<file path="src/hw/prs_pkg.sv">
// package: register indices, field layouts and reset values for the reset-state register bank
package prs_pkg;
  localparam int unsigned ADDR_W = 6;
  localparam logic [5:0] OFF_FW_BASE   = 6'h00;
  localparam logic [5:0] OFF_ICTL      = 6'h01;
  localparam logic [5:0] OFF_PROCESS_CONTEXT      = 6'h02;
  localparam logic [5:0] OFF_TAG_A     = 6'h03;
  localparam logic [5:0] OFF_TAG_B     = 6'h04;
  localparam logic [5:0] OFF_ENT_A     = 6'h05;
  localparam logic [5:0] OFF_ENT_B     = 6'h06;
  localparam logic [5:0] OFF_ASN_A     = 6'h07;
  localparam logic [5:0] OFF_ASN_B     = 6'h08;
  localparam logic [5:0] OFF_MCTL      = 6'h09;
  localparam logic [5:0] OFF_DCCTL     = 6'h0A;
  localparam logic [5:0] OFF_INTERRUPT_ENABLE_CURRENT_MODE    = 6'h0B;
  localparam logic [5:0] OFF_HWINT_CLR = 6'h0C;
  localparam logic [5:0] OFF_ISTAT     = 6'h0D;
  localparam logic [5:0] OFF_PERF_COUNTER_CONTROL  = 6'h0E;
  localparam logic [5:0] OFF_CC        = 6'h0F;
  localparam logic [5:0] OFF_CYCLE_COUNTER_CONTROL    = 6'h10;
  localparam logic [5:0] OFF_VIRTUAL_ADDRESS_CONTROL    = 6'h11;
  localparam logic [5:0] OFF_DCSTAT    = 6'h12;
  localparam logic [5:0] OFF_ALTMODE   = 6'h13;
  localparam logic [5:0] OFF_CDATA     = 6'h14;
  localparam logic [5:0] OFF_ITB_FLUSH = 6'h15;
  localparam logic [5:0] OFF_DTB_FLUSH = 6'h16;
  localparam logic [5:0] OFF_STATUS    = 6'h17;
  localparam int unsigned NUM_REGS = 24;
  localparam int unsigned ICTL_ICACHE_SET_ENABLE_LSB = 0;
  localparam logic [1:0]  ICTL_ICACHE_SET_ENABLE_RST = 2'h3;
  localparam int unsigned PROCESS_CONTEXT_FPE_BIT   = 2;
  localparam logic [31:0] ZERO_RST       = 32'h0000_0000;
  localparam logic [31:0] DCCTL_RST      = 32'h0000_0003;
  localparam logic [31:0] UNDEF_RST      = 32'h0000_0000;
  localparam int unsigned ST_ITB_FLUSHED = 0;
  localparam int unsigned ST_DTB_FLUSHED = 1;
  localparam int unsigned ST_CDATA_READ  = 2;
  localparam int unsigned ST_SUPPLY_GOOD = 3;
  localparam int unsigned ST_TEST_RST    = 4;
  localparam int unsigned ST_PHASE_LSB   = 8;
  localparam logic [4:0] XDIV_START = 5'h10;
  localparam logic [5:0] ZDIV_START = 6'h20;
  typedef enum logic [1:0] {PH_SETTLE = 2'b00, PH_NOMINAL = 2'b01} prs_phase_t;
endpackage

</file>
<file path="src/hw/prs_phase.sv">
// reset-sequence phase tracker driven by supply good
`timescale 1ns/1ns
module prs_phase (
  input  wire logic             core_clk,     // core clock
  input  wire logic             resetn,       // async reset, active low
  input  wire logic             supply_good,  // supply-good input
  output prs_pkg::prs_phase_t   phase_q,      // current phase
  output logic [4:0]            xdiv_q,       // synth x divisor
  output logic [5:0]            zdiv_q        // synth z divisor
);
  prs_pkg::prs_phase_t phase_d;
  logic [4:0] xdiv_d;
  logic [5:0] zdiv_d;
  always_comb begin
    phase_d = phase_q;
    xdiv_d  = xdiv_q;
    zdiv_d  = zdiv_q;
    case (phase_q)
      prs_pkg::PH_SETTLE: begin
        if (supply_good) begin
          phase_d = prs_pkg::PH_NOMINAL;
          xdiv_d  = prs_pkg::XDIV_START;
          zdiv_d  = prs_pkg::ZDIV_START;
        end
      end
      prs_pkg::PH_NOMINAL: phase_d = prs_pkg::PH_NOMINAL;
      default: phase_d = prs_pkg::PH_SETTLE;
    endcase
  end
  always_ff @(posedge core_clk or negedge resetn) begin
    if (!resetn) begin
      phase_q <= prs_pkg::PH_SETTLE;
      xdiv_q  <= 5'h00;
      zdiv_q  <= 6'h00;
    end else begin
      phase_q <= phase_d;
      xdiv_q  <= xdiv_d;
      zdiv_q  <= zdiv_d;
    end
  end
endmodule

</file>
<file path="src/hw/prs_reg.sv">
// one 32-bit register with a constant power-up value
`timescale 1ns/1ns
module prs_reg #(
  parameter logic [31:0] RST = 32'h0000_0000
) (
  input  wire logic        core_clk, // core clock
  input  wire logic        resetn,   // async reset, active low
  input  wire logic        wr_en,    // write strobe
  input  wire logic [31:0] wr_data,  // write data
  output logic      [31:0] val_q     // stored value
);
  logic [31:0] val_d;
  always_comb begin
    val_d = val_q;
    if (wr_en) begin
      val_d = wr_data;
    end
  end
  always_ff @(posedge core_clk or negedge resetn) begin
    if (!resetn) begin
      val_q <= RST;
    end else begin
      val_q <= val_d;
    end
  end
endmodule

</file>
<file path="src/hw/prs_top.sv">
// processor register bank with power-up reset values, on an Avalon-MM slave
`timescale 1ns/1ns
module prs_top (
  input  wire logic        core_clk,              // 125 MHz core clock
  input  wire logic        resetn,                // power-up reset, async, active low
  input  wire logic [5:0]  avs_address,           // word index
  input  wire logic        avs_read,              // read request
  input  wire logic        avs_write,             // write request
  input  wire logic [31:0] avs_writedata,         // write data
  input  wire logic [3:0]  avs_byteenable,        // byte lanes
  output logic      [31:0] avs_readdata,          // read data
  output logic             avs_waitrequest,       // stall
  output logic      [1:0]  avs_response,          // 00 okay, 10 slave error
  input  wire logic        supply_good,           // supply-good input
  input  wire logic        test_reset_n,          // boundary-scan test reset, active low
  output logic             test_logic_in_reset,   // test logic held in reset
  output logic      [4:0]  synth_xdiv,            // clock synth x divisor
  output logic      [5:0]  synth_zdiv,            // clock synth z divisor
  output logic      [1:0]  icache_set_enable,     // live icache enable field
  output logic             float_enable_bit       // live float enable
);
  localparam int unsigned N = prs_pkg::NUM_REGS;

  // first access cycle stalls, second answers: keeps readdata registered
  logic        ack_q;
  logic        ack_d;
  logic [31:0] rdata_q;
  logic [31:0] rdata_d;
  logic [1:0]  resp_q;
  logic [1:0]  resp_d;
  logic [31:0] merged;
  logic [N-1:0] wr_sel;
  logic [31:0] regs [N];
  logic [31:0] status_d;
  logic [31:0] status_q;
  logic        busy;
  prs_pkg::prs_phase_t phase;

  assign busy = avs_read | avs_write;

  always_comb begin
    ack_d = busy & ~ack_q;
  end

  assign avs_waitrequest = busy & ~ack_q;
  assign avs_readdata    = rdata_q;
  assign avs_response    = resp_q;

  // byte enables merge into the current value
  always_comb begin
    merged = (avs_address < 6'(N)) ? regs[avs_address[4:0]] : 32'h0000_0000;
    for (int b = 0; b < 4; b++) begin
      if (avs_byteenable[b]) begin
        merged[8*b +: 8] = avs_writedata[8*b +: 8];
      end
    end
  end

  always_comb begin
    wr_sel = '0;
    if (avs_write && ack_q && (avs_address < 6'(prs_pkg::OFF_STATUS))) begin
      wr_sel[avs_address[4:0]] = 1'b1;
    end
  end

  // power-up values: undefined registers take an arbitrary zero
  function automatic logic [31:0] rst_of(input int unsigned i);
    logic [31:0] v;
    v = prs_pkg::UNDEF_RST;
    case (i)
      int'(prs_pkg::OFF_FW_BASE): v = prs_pkg::ZERO_RST;
      int'(prs_pkg::OFF_ICTL): begin
        v = prs_pkg::ZERO_RST;
        v[prs_pkg::ICTL_ICACHE_SET_ENABLE_LSB +: 2] = prs_pkg::ICTL_ICACHE_SET_ENABLE_RST;
      end
      int'(prs_pkg::OFF_PROCESS_CONTEXT): begin
        v = prs_pkg::UNDEF_RST;
        v[prs_pkg::PROCESS_CONTEXT_FPE_BIT] = 1'b1;
      end
      int'(prs_pkg::OFF_TAG_A), int'(prs_pkg::OFF_TAG_B),
      int'(prs_pkg::OFF_ENT_A), int'(prs_pkg::OFF_ENT_B): v = prs_pkg::ZERO_RST;
      int'(prs_pkg::OFF_ASN_A), int'(prs_pkg::OFF_ASN_B),
      int'(prs_pkg::OFF_MCTL): v = prs_pkg::ZERO_RST;
      int'(prs_pkg::OFF_DCCTL): v = prs_pkg::DCCTL_RST;
      default: v = prs_pkg::UNDEF_RST;
    endcase
    return v;
  endfunction

  for (genvar g = 0; g < N - 1; g++) begin : g_reg
    prs_reg #(
      .RST (rst_of(g))
    ) u_reg (
      .core_clk (core_clk),
      .resetn   (resetn),
      .wr_en    (wr_sel[g]),
      .wr_data  (merged),
      .val_q    (regs[g])
    );
  end
  assign regs[N-1] = status_q;

  prs_phase u_phase (
    .core_clk    (core_clk),
    .resetn      (resetn),
    .supply_good (supply_good),
    .phase_q     (phase),
    .xdiv_q      (synth_xdiv),
    .zdiv_q      (synth_zdiv)
  );

  // firmware bring-up progress, sticky until power-up reset; supply-good, test-reset and phase bits follow their inputs each cycle
  always_comb begin
    status_d = status_q;
    if (wr_sel[prs_pkg::OFF_ITB_FLUSH[4:0]]) begin
      status_d[prs_pkg::ST_ITB_FLUSHED] = 1'b1;
    end
    if (wr_sel[prs_pkg::OFF_DTB_FLUSH[4:0]]) begin
      status_d[prs_pkg::ST_DTB_FLUSHED] = 1'b1;
    end
    if (avs_read && ack_q && avs_address == prs_pkg::OFF_CDATA) begin
      status_d[prs_pkg::ST_CDATA_READ] = 1'b1;
    end
    status_d[prs_pkg::ST_SUPPLY_GOOD] = supply_good;
    status_d[prs_pkg::ST_TEST_RST]    = ~test_reset_n;
    status_d[prs_pkg::ST_PHASE_LSB +: 2] = phase;
  end

  always_comb begin
    rdata_d = rdata_q;
    resp_d  = resp_q;
    if (busy && !ack_q) begin
      resp_d = (avs_address < 6'(N)) ? 2'h0 : 2'h2;
      if (avs_read) begin
        rdata_d = (avs_address < 6'(N)) ? regs[avs_address[4:0]] : 32'h0000_0000;
      end
    end
  end

  always_ff @(posedge core_clk or negedge resetn) begin
    if (!resetn) begin
      ack_q    <= 1'b0;
      rdata_q  <= 32'h0000_0000;
      resp_q   <= 2'h0;
      status_q <= 32'h0000_0000;
    end else begin
      ack_q    <= ack_d;
      rdata_q  <= rdata_d;
      resp_q   <= resp_d;
      status_q <= status_d;
    end
  end

  // test reset only holds the scan logic; functional state sees it only through status bit ST_TEST_RST
  assign test_logic_in_reset = ~test_reset_n;
  assign icache_set_enable   = regs[prs_pkg::OFF_ICTL[4:0]][prs_pkg::ICTL_ICACHE_SET_ENABLE_LSB +: 2];
  assign float_enable_bit    = regs[prs_pkg::OFF_PROCESS_CONTEXT[4:0]][prs_pkg::PROCESS_CONTEXT_FPE_BIT];
endmodule

</file>
<file path="config.mk">
export PLATFORM = sky130hd
export DESIGN_NAME = prs_top
export DESIGN_NICKNAME = d
export VERILOG_FILES = /design/src/hw/prs_pkg.sv /design/src/hw/prs_phase.sv /design/src/hw/prs_reg.sv /design/src/hw/prs_top.sv
export SDC_FILE = /design/constraint.sdc
export NUM_CORES = 1
export LEC_CHECK = 0
export ABC_AREA = 0
export BUFFER_PORTS_ARGS = -buffer_cell sky130_fd_sc_hd__buf_2
export CORE_ASPECT_RATIO = 1.1
export CORE_UTILIZATION = 60
export CTS_CLUSTER_SIZE = 28
export DETAILED_ROUTE_END_ITERATION = 7
export GPL_TIMING_DRIVEN = 0
export PLACE_DENSITY = 0.87
export SLEW_MARGIN = 20
export SYNTH_ARGS = -nofsm -noshare
export SYNTH_HDL_FRONTEND = slang
export SYNTH_HIERARCHICAL = 1
export SYNTH_SLANG_ARGS = --single-unit
</file>
<file path="constraint.sdc">
create_clock -name core_clk -period 4 [get_ports core_clk]
set_input_delay 0.6 -clock core_clk [delete_from_list [all_inputs] [get_ports core_clk]]
set_output_delay 0.6 -clock core_clk [all_outputs]
set_load 0.05 [all_outputs]
</file>
---- Yosys cells after proc, flatten, opt, wreduce, memory -nomap -nowiden ----
Index checks and enable logic that the tools add are counted.
operators by class
  magnitude comparators ................... 5
  equality and inequality tests ........... 3
  mux-type cells .......................... 14
  bitwise gates (word level) .............. 5
  reductions and logical operators ........ 10
operators by type and width
  operator              count
  $bmux W32 S5          1
  $mux W32              3
  $mux W8               4
  $mux W23              1
  $lt A6 B5 Y1 const B  2
  $eq A6 B5 Y1 const B  1
  $ge A6 B6 Y1 const B  1
  $logic_and A1 B1 Y1   6
  $lt A5 B6 Y1 const B  1
  $not A5 Y6            1
  $demux W1 S5          1
  $ge A5 B1 Y1 const B  1
  $mux W2               2
  $pmux W2 S2           1
  $reduce_and A2 Y1     2
  $eq A2 B1 Y1 const B  1
  $logic_not A2 Y1      1
  $ne A2 B2 Y1 const B  1
  $not A1 Y1            2
  $and A1 B1 Y1         1
  $logic_not A1 Y1      1
  $mux W1               1
  $or A1 B1 Y1          1
word-level totals
  flip-flop bits (word level) ............. 781
  output and inout bits ................... 50
  word-level logic and storage cells ...... 69

---- Logic depth before layout (Yosys ltp) ----
Gate-level depths: netlist of the first run.
  word-level depth ........................ 6
  mapped depth ............................ 10

---- Hierarchy ----
The synthesis of the first run kept the hierarchy.
modules (own cells, without submodules)
  module                          instances  cells an instance  area an instance (µm²)
  prs_reg at g_reg[0].u_reg ...   20         68                 1,345.0
  prs_top                         1          898                8,164.1
  prs_reg at g_reg[10].u_reg ...  2          68                 1,347.5
  prs_reg at g_reg[2].u_reg       1          68                 1,346.3
  prs_phase                       1          17                 153.9

---- Least setup slack after synthesis of the first run ----
Ideal clock, no wire load.
  path kind ............................... input to register
  start ................................... in avs_address[1]
  end ..................................... reg g_reg[0].u_reg.val_q[17]
  setup time .............................. 125 ps
  arrival ................................. 2,566 ps
  data required time ...................... 3,875 ps
  setup slack ............................. 1,308 ps
  stages on the path ...................... 8
  buffers on the path ..................... 2
  cells stage by stage .................... buf_2 > buf_1 > mux2i_1 > o22ai_1 > a211oi_1 > nand4_1 > a22o_1 > mux2_4
between the ends
  longest elaborated chain between the ends .. 6
  elaborated cells on any way between the ends .. 15
RTL lines
  item                                          line           text
  from (decl)                                   prs_top.sv:6   input wire logic [5:0] avs_address,
  $not A5 Y6 (implied by the code)              prs_top.sv:51  merged = (avs_address < 6'(N)) ? regs[avs_address[4:0]] : 32'h0000_0000;
  $bmux W32 S5                                  prs_top.sv:51
  $mux W32 (implied by the code) (2 in series)  prs_top.sv:51
  $mux W32 *                                    prs_top.sv:51
  $mux W8 *                                     prs_top.sv:53  if (avs_byteenable[b]) begin
  net merged[17]                                prs_top.sv:31  logic [31:0] merged;
  to (signal assigned)                          prs_reg.sv:23  val_q <= val_d;
  to (decl)                                     prs_reg.sv:10  output logic [31:0] val_q
The timed path passes the listed nets; every way through them passes the cells marked *. The select of a mux whose other input is x is not followed.
A chain may end at the register's enable or synchronous reset.

---- Worst setup path in the final report of the first run ----
  start ................................... in avs_address[0]
  end ..................................... reg g_reg[5].u_reg.val_q[26]
between the ends
  longest elaborated chain between the ends .. 6
  elaborated cells on any way between the ends .. 15
RTL lines
  item                                          line
  $not A5 Y6 (implied by the code)              prs_top.sv:51
  $bmux W32 S5                                  prs_top.sv:51
  $mux W32 (implied by the code) (2 in series)  prs_top.sv:51
  $mux W32 *                                    prs_top.sv:51
  $mux W8 *                                     prs_top.sv:53
  net merged[26]                                prs_top.sv:31
  to (signal assigned)                          prs_reg.sv:23
  to (decl)                                     prs_reg.sv:10
Marked as above.

==> results of run 1 <==
## kinds of logic (layout without fill, tap and decap cells)
group / after synthesis / count (layout) / share of synthesized area, %
AOI/OAI and AO/OA: 243 / 243 / 4.31
DFF: 779 / 779 / 49.7
buffers and inverters: 205 / 441 / 5.79
muxes: 1036 / 1036 / 37.5
and+or+nand+nor: 214 / 214 / 2.72
other: 2 / 15 / 0.0191
## worst max-delay path, cell delays in order
cell and delay [ns]:
buf_2 0.17, buf_4 0.23, buf_4 0.34, buf_2 0.39
clkbuf_1 0.70, o21ai_0 0.32, nand4_1 0.27, a22o_1 0.89
mux2_4 0.30
## metrics by stage
step           cells  area [µm²]  util (%)  hold slack, ns
2_1_floorplan   2488       39300         -           0.304
3_3_place_gp    3420       40800      62.9           0.390
3_5_place_dp    3428       41000      63.2           0.382
4_1_cts         3574       43800      67.5          0.0790
5_1_grt         3576       43800      67.5           0.106
6_report        3578       43800      67.5           0.107
## area by class of cell
| type | instances | area [µm²] | share of cell area [%] |
|---|---|---|---|
| clock inverter | 24 | 255 | 0.583 |
| inverter | 3 | 11.3 | 0.0257 |
| timing repair buffer | 91 | 651 | 1.49 |
| sequential | 779 | 19500 | 44.6 |
| clock buffer | 121 | 2480 | 5.66 |
| buffer | 202 | 2260 | 5.17 |
| tap | 850 | 1060 | 2.43 |
| multi-input combinational | 1504 | 17500 | 40.1 |
| antenna | 4 | 10.0 | 0.0229 |
## synthesized netlist by cell type (2+ instances only)
cell	number	area [µm²]
dfrtp_1	774	19400
mux2_4	690	10400
mux2i_1	206	2060
nor2_1	100	375
o22ai_1	78	488
mux2_2	70	788
buf_12	69	1380
mux4_2	64	1440
a22o_1	58	508
buf_2	53	265
buf_6	33	372
nand2_1	30	113
nand2b_1	26	163
a211oi_1	24	180
a21oi_1	24	120
nand4_1	22	138
o21ai_0	22	110
a22oi_1	21	158
clkbuf_1	21	78.8
buf_4	18	135
buf_1	8	30.0
nand3_1	7	35.0
mux2_1	6	67.6
nor3_1	6	30.0
dfstp_2	5	131
nand3b_1	4	30.0
a31oi_1	3	18.8
inv_1	3	11.3
or4b_1	3	30.0
a21o_1	2	15.0
a32oi_1	2	17.5
conb_1	2	7.51
nand4bb_1	2	22.5
o21bai_1	2	15.0
o22a_1	2	17.5
o32ai_1	2	17.5
or3b_2	2	17.5
## cells in the final DEF, fill, tap and decap left out, drive strengths merged, types with 3 or more instances in the layout
| master | instances |
|---|---|
| a22oi | 21 |
| a31oi | 3 |
| or4b | 4 |
| nand3b | 4 |
| nand2b | 26 |
| a21oi | 24 |
| clkinv | 18 |
| dfrtp | 774 |
| diode | 4 |
| bufinv | 4 |
| nand2 | 30 |
| conb | 11 |
| nor3 | 6 |
| mux2i | 206 |
| nand3 | 7 |
| o21ai | 22 |
| mux4 | 64 |
| nor3b | 3 |
| buf | 271 |
| dfstp | 5 |
| nor2 | 100 |
| a22o | 58 |
| inv | 4 |
| a211oi | 24 |
| o22ai | 78 |
| nand4 | 22 |
| or3b | 3 |
| mux2 | 766 |
| clkbuf | 142 |
## state kept, by name, indices dropped and copies added, names as in the netlist
| register | count |
|---|---|
| ack_q | 1 |
| avs_readdata | 32 |
| avs_response | 1 |
| g.u_reg/val_q | 736 |
| status_q | 7 |
| u_phase/phase_q | 1 |
| u_phase/zdiv_q | 1 |
## layer usage
layer	track usage (%)	up-vias	wire length (µm)
li1	-	9431	-
met1	41.4	12400	41400
met5	0	-	12
met3	8.15	332	8800
met2	51.5	1187	50600
met4	19.6	2	6850
## power breakdown
group          switching [mW]  internal (mW)
Clock                    3.23           4.54
Sequential              0.198           8.18
Combinational           0.923          0.673
## how the worst max path moves through the flow
stage          slack (ns)  cells past startpoint                   endpoint
3_3_place_gp       -12.83                      1  g_reg[10].u_reg/val_q[26]
5_1_grt              0.32                      9   g_reg[5].u_reg/val_q[26]
3_5_place_dp        -0.15                      9   g_reg[5].u_reg/val_q[26]
4_1_cts              0.44                      9   g_reg[5].u_reg/val_q[26]
2_1_floorplan        1.31                      8   g_reg[0].u_reg/val_q[17]
6_report             0.28                      9   g_reg[5].u_reg/val_q[26]
==> results by group, run 1 <==
Run status
  • Run status: finished clean

Clocking
  • Total CTS buffers: 79
  • CTS tree: yes
  • Clock Tree Buf Depth: 3
  • Clk pin slew, worst setup/hold paths: roughly 0.060 ns
  • Hold_buf cts: 1
  • Sinks on Clock Net: between 700 and 800
  • Root Buffer: clkbuf_16
  • Post-cts repair resize count: 0
  • Postcts setup bufs: 0
  • Clock network latency to the later pin of the worst-skew pair: 0.64 ns
  • H-tree levels: 3

Global routing
  • First-pass GRT wire length: 164,000 µm
  • GRT Total Usage: approximately 33%
  • Largest net degree at the start of global routing: 107
  • GR Overflow Total: 0
  • Vias in the first global route: 25,500
  • Initial antenna violation count: 3

Drt
  • Final wirelength: 108,000 µm
  • Antenna violation net count after detailed routing: 0
  • Drt pass-1 iters: 6
  • Vias post-DR: between 20,000 and 25,000
  • Drt via density: 6.52
  • Initial DRC Count: 2,228
  • DR DRC count: 0
  • Wire length per cell: 30.1 µm

STA
  • Setup TNS: 0 ns
  • Final Critical Period: 3.72 ns
  • Worst rel slew slack: 20.2%
  • Fmax: about 0.27 GHz
  • Final WS setup: 0.277 ns
  • Final Max Slew Viols: 0
  • Final setup viols: 0
  • Skew final: 0.0347 ns
  • Worst-margin pin slew: between 1 and 1.5 ns
  • Final Cycle Share: between 90% and 100%
  • Final hold violation count: 0
  • RSZ-0062 raised after global routing: no

Floorplan
  • Core area: 64,900 µm²
  • Die Span Y: 270 µm
  • Total die area: 66,500 µm²
  • Core Rows: 98
  • IO Pins: 98
  • Starting Density: about three fifths
  • Die Span X: around 250 µm

Place
  • Detailed-placement wirelength estimate: about 73,000 µm
  • DP Worst Slack: -0.147 ns
  • GPL Wtd Cong: 0.942
  • Port Buffer Count: 82

Worst setup path
  • CP Data Arrival Time: 4.26 ns
  • Crit path launch: avs_address[0]
  • Startpoint class of the critical path: input pin
  • Reg2reg start: status_q[1]
  • Critical Path RT: 4.54 ns
  • Critical Path Fanout Max: 23
  • Flop2flop setup slack: roughly 1.3 ns
  • Setup CP Type: input pin to flop
  • Critical Path Sink Type: flop
  • RR Endpoint: g_reg[18].u_reg/val_q[1]
  • Worst reg2reg path depth: 5

Yosys
  • Register bit count reported by yosys: ~800
  • Syn Area/Cell: 15.8 µm²
  • Cells after synthesis: 2,479
  • Ys async rst share: 100%
  • EDFF count, synth: 0
  • Netlist cell types: 52
  • Yosys warnings: 6
  • Cell area after synthesis: 39,300 µm²
  • Primary FF master, synth: dfrtp_1
  • Post-synthesis sequential area ratio: 49.7%

Layout
  • Layout cells sized above 1: 45.3%
  • Syn-to-layout area delta: 11.5%
  • Fillers: 4,081
  • Nets: 2,708

Min path
  • WHS Endpoint: status_q[3]
  • Hold crit path type: input pin to flop
  • Critical hold path startpoint: supply_good
  • Worst hold path cell count: 1

Flow run
  • Max Cap Viol: 0

Power
  • PD cells: around 410 nW/µm²
  • Pwr Total: 17.7 mW
  • Peak VDD IR: 406 µV
  • Leak Pwr: 20.6 nW
Power figures use the tool's default switching activity.
==> run 2, diff against run 1 <==
Settings changed: BUFFER_PORTS_ARGS -buffer_cell sky130_fd_sc_hd__buf_2 to -buffer_cell sky130_fd_sc_hd__buf_4, CTS_BUF_LIST set to sky130_fd_sc_hd__clkbuf_4, MAX_ROUTING_LAYER set to met4.
==> run 2 against run 1 <==
Against the previous run: register-to-register slack got worse by 0.03 ns; clock power is 14% lower; core utilization decreased by 0.12 points; global-route usage is 1.2 points higher; wire length decreased by 0.79%; non-clock buffer count is 4 higher; critical path type unchanged; critical endpoint is now g_reg[2].u_reg/val_q[21]; largest power group unchanged.
==> results by group, run 2 (synthesized netlist as in run 1, its figures left out) <==
Clocking
  • CTS tree: yes
  • H-tree levels: 4 (+1)
  • Total CTS buffers: 193 (+140%)
  • Post-cts repair resize count: 0 (unchanged)
  • Clock network latency to the later pin of the worst-skew pair: 1.08 ns (+0.44 ns)
  • Postcts setup bufs: 0 (unchanged)
  • Clk pin slew, worst setup/hold paths: 0.07 ns (about the same)
  • Clock Tree Buf Depth: 3 (unchanged)
  • Sinks on Clock Net: 779 (unchanged)
  • Root Buffer: clkbuf_4

Drt
  • Wire length per cell: 28.2 µm (-6.2%)
  • Vias post-DR: 23,700 (+1.7%)
  • Drt pass-1 iters: 6 (unchanged)
  • Drt via density: 6.27 (-3.9%)
  • Final wirelength: 107,000 µm (-0.79%)
  • Antenna violation net count after detailed routing: 0 (unchanged)
  • Initial DRC Count: 2,084 (-6.5%)
  • DR DRC count: 0 (unchanged)

Worst setup path
  • Critical Path RT: 4.97 ns (+0.43 ns)
  • CP bufs+invs: 5 (unchanged)
  • Max incr delay on CP: 0.86 ns (-0.03 ns)
  • Slowest cell on crit path: a22o_1
  • Most used cell along the critical path: buf_4
  • Startpoint class of the critical path: input pin
  • Critical Path Sink Type: flop
  • CP Data Arrival Time: 4.19 ns (-0.07 ns)
  • CP delay by family, top: buffers and inverters
  • Setup CP Type: input pin to flop
  • Reg2reg start: status_q[2]
  • Worst reg2reg path depth: 5 (unchanged)
  • Flop2flop setup slack: 1.25 ns (-0.03 ns)
  • Worst-path cell chain: buf_4, buf_4, buf_4, buf_2, clkbuf_1, o21ai_0, nand4_1, a22o_1, mux2_4
  • Critical Path Fanout Max: 23 (unchanged)
  • RR Endpoint: g_reg[16].u_reg/val_q[2]

Layout
  • Max reg flops: 736 (unchanged)
  • Cell Count, Final, Fillers Out: 3,785 (+5.8%)
  • Top reg by flops: g.u_reg/val_q
  • Layout cells sized above 1: 47.7% (+2.4 points)
  • Fillers: 4,244 (+4.0%)
  • Design Area, Final: 43,700 µm² (-0.18%)
  • Syn-to-layout area delta: 11.3%
  • FF+latch area: 19,500 µm² (unchanged)
  • Most frequent cells in the layout: dfrtp_1 (774), mux2_4 (690), clkbuf_4 (275)
  • Commonest non-fill, non-tap cell in the layout: dfrtp_1
  • Multi-input logic area: 17,500 µm² (about the same)
  • Nets: 2,826 (+4.4%)
  • Final core utilization: 67.4% (-0.12 points)

STA
  • Skew final: 0.0977 ns (+0.0630 ns)
  • Final Critical Period: 3.22 ns (-0.500 ns)
  • Final hold violation count: 0 (unchanged)
  • Setup TNS: 0 ns (unchanged)
  • Worst rel slew slack: 15.2% (-5.0 points)
  • Final setup viols: 0 (unchanged)
  • Fmax: 0.310 GHz (+16%)
  • Hold slack: 0.132 ns (+0.0249 ns)
  • Final Max Slew Viols: 0 (unchanged)
  • RSZ-0062 raised after global routing: no
  • Worst-margin pin slew: 1.27 ns (+0.0751 ns)
  • Final WS setup: 0.777 ns (+0.500 ns)
  • Final Cycle Share: 80.6% (-13 points)

Floorplan
  • Total die area: 66,500 µm² (unchanged)
  • IO Pins: 98 (unchanged)
  • Starting Density: 60.5% (unchanged)
  • Core Rows: 98 (unchanged)
  • Core area: 64,900 µm² (unchanged)
  • Die Span Y: 270 µm (unchanged)
  • Die Span X: 246 µm (unchanged)

Place
  • DP Cell Count: 3,427 (-0.029%)
  • GPL Wtd Cong: 0.969 (+2.8%)
  • Detailed-placement wirelength estimate: 72,900 µm (+0.12%)
  • DP Worst Slack: -0.158 ns (-0.0106 ns)
  • Port Buffer Count: 82 (unchanged)
  • Placed instance area: 41,200 µm² (+0.43%)

Power
  • Peak VDD IR: 272 µV (-33%)
  • PD cells: 382 nW/µm² (-5.8%)
  • Leak Pwr: 20.7 nW (+0.55%)
  • Pwr Total: 16.7 mW (-6.0%)

Global routing
  • Vias in the first global route: 25,900 (+1.8%)
  • GRT Total Usage: 34.2% (+1.2 points)
  • Gr busiest metal: met2
  • Largest net degree at the start of global routing: 112 (+4.7%)
  • Met3 usage: 9.58% (+1.4 points)
  • Routing usage on met2: 50.6% (-0.87 points)
  • First-pass GRT wire length: 164,000 µm (about the same)
  • M1 GR Usage: 42.3% (+0.86 points)
  • GR Overflow Total: 0 (unchanged)
  • Initial antenna violation count: 4 (+1)

Run status
  • Run status: finished clean

Min path
  • Hold crit path type: input pin to asynchronous set/reset pin

Flow run
  • Max Cap Viol: 0 (unchanged)
-- run 2: cell types whose count changed in the layout (fill, tap and decap cells not counted), sizes merged --
cell	change
bufinv	-2
inv	+1
clkinvlp	+3
buf	-1
clkbuf	+154
clkinv	+44
diode	+3
dlygate4sd3	+5
-- run 2: cell type report --
class | count | area share, %
antenna | 7 | 0.0401
buffer | 202 | 5.18
clock buffer | 275 | 4.73
clock inverter | 70 | 0.833
inverter | 3 | 0.0258
multi-input combinational | 1504 | 40.1
sequential | 779 | 44.6
tap | 850 | 2.43
timing repair buffer | 95 | 2.00
-- run 2: worst max-delay path by stage --
stage,startpoint,end,slack (ns),cells after the start
2_1_floorplan,avs_address[1],g_reg[0].u_reg/val_q[17],1.31,8
3_5_place_dp,avs_address[0],g_reg[2].u_reg/val_q[21],-0.16,9
3_3_place_gp,resetn,g_reg[8].u_reg/val_q[21],-5.79,1
5_1_grt,avs_address[0],g_reg[0].u_reg/val_q[26],0.75,9
6_report,avs_address[0],g_reg[2].u_reg/val_q[21],0.78,9
4_1_cts,avs_address[0],g_reg[2].u_reg/val_q[21],0.98,9
-- run 2: repair_timing --
item                                    4_1_cts  5_1_grt
hold endpoints to repair                    188        0
hold buffers                                  6        0
endpoints found under the setup margin        0        0
-- run 2: layer usage --
layer / vias up / part of all wire, %
met3: 334 / 8.2
met5: - / 0
met4: 0 / 5.6
li1: 9816 / -
met2: 1145 / 47
met1: 12400 / 39
-- run 2: worst register-to-register path, delay by kind of cell (launching register included) --
| kind | cells | cell delay, ns |
|---|---|---|
| mux | 2 | 0.96 |
| compound gates | 2 | 0.94 |
| flops | 1 | 0.47 |
| simple gates | 1 | 0.17 |
-- run 2: where the power goes --
| group | internal [mW] | leakage, nW | switching (mW) | total, mW |
|---|---|---|---|---|
| Clock | 3.31 | 1.43 | 3.39 | 6.70 |
| Sequential | 8.18 | 10.8 | 0.192 | 8.37 |
| Combinational | 0.694 | 8.55 | 0.912 | 1.61 |
| Total | 12.2 | 20.7 | 4.50 | 16.7 |
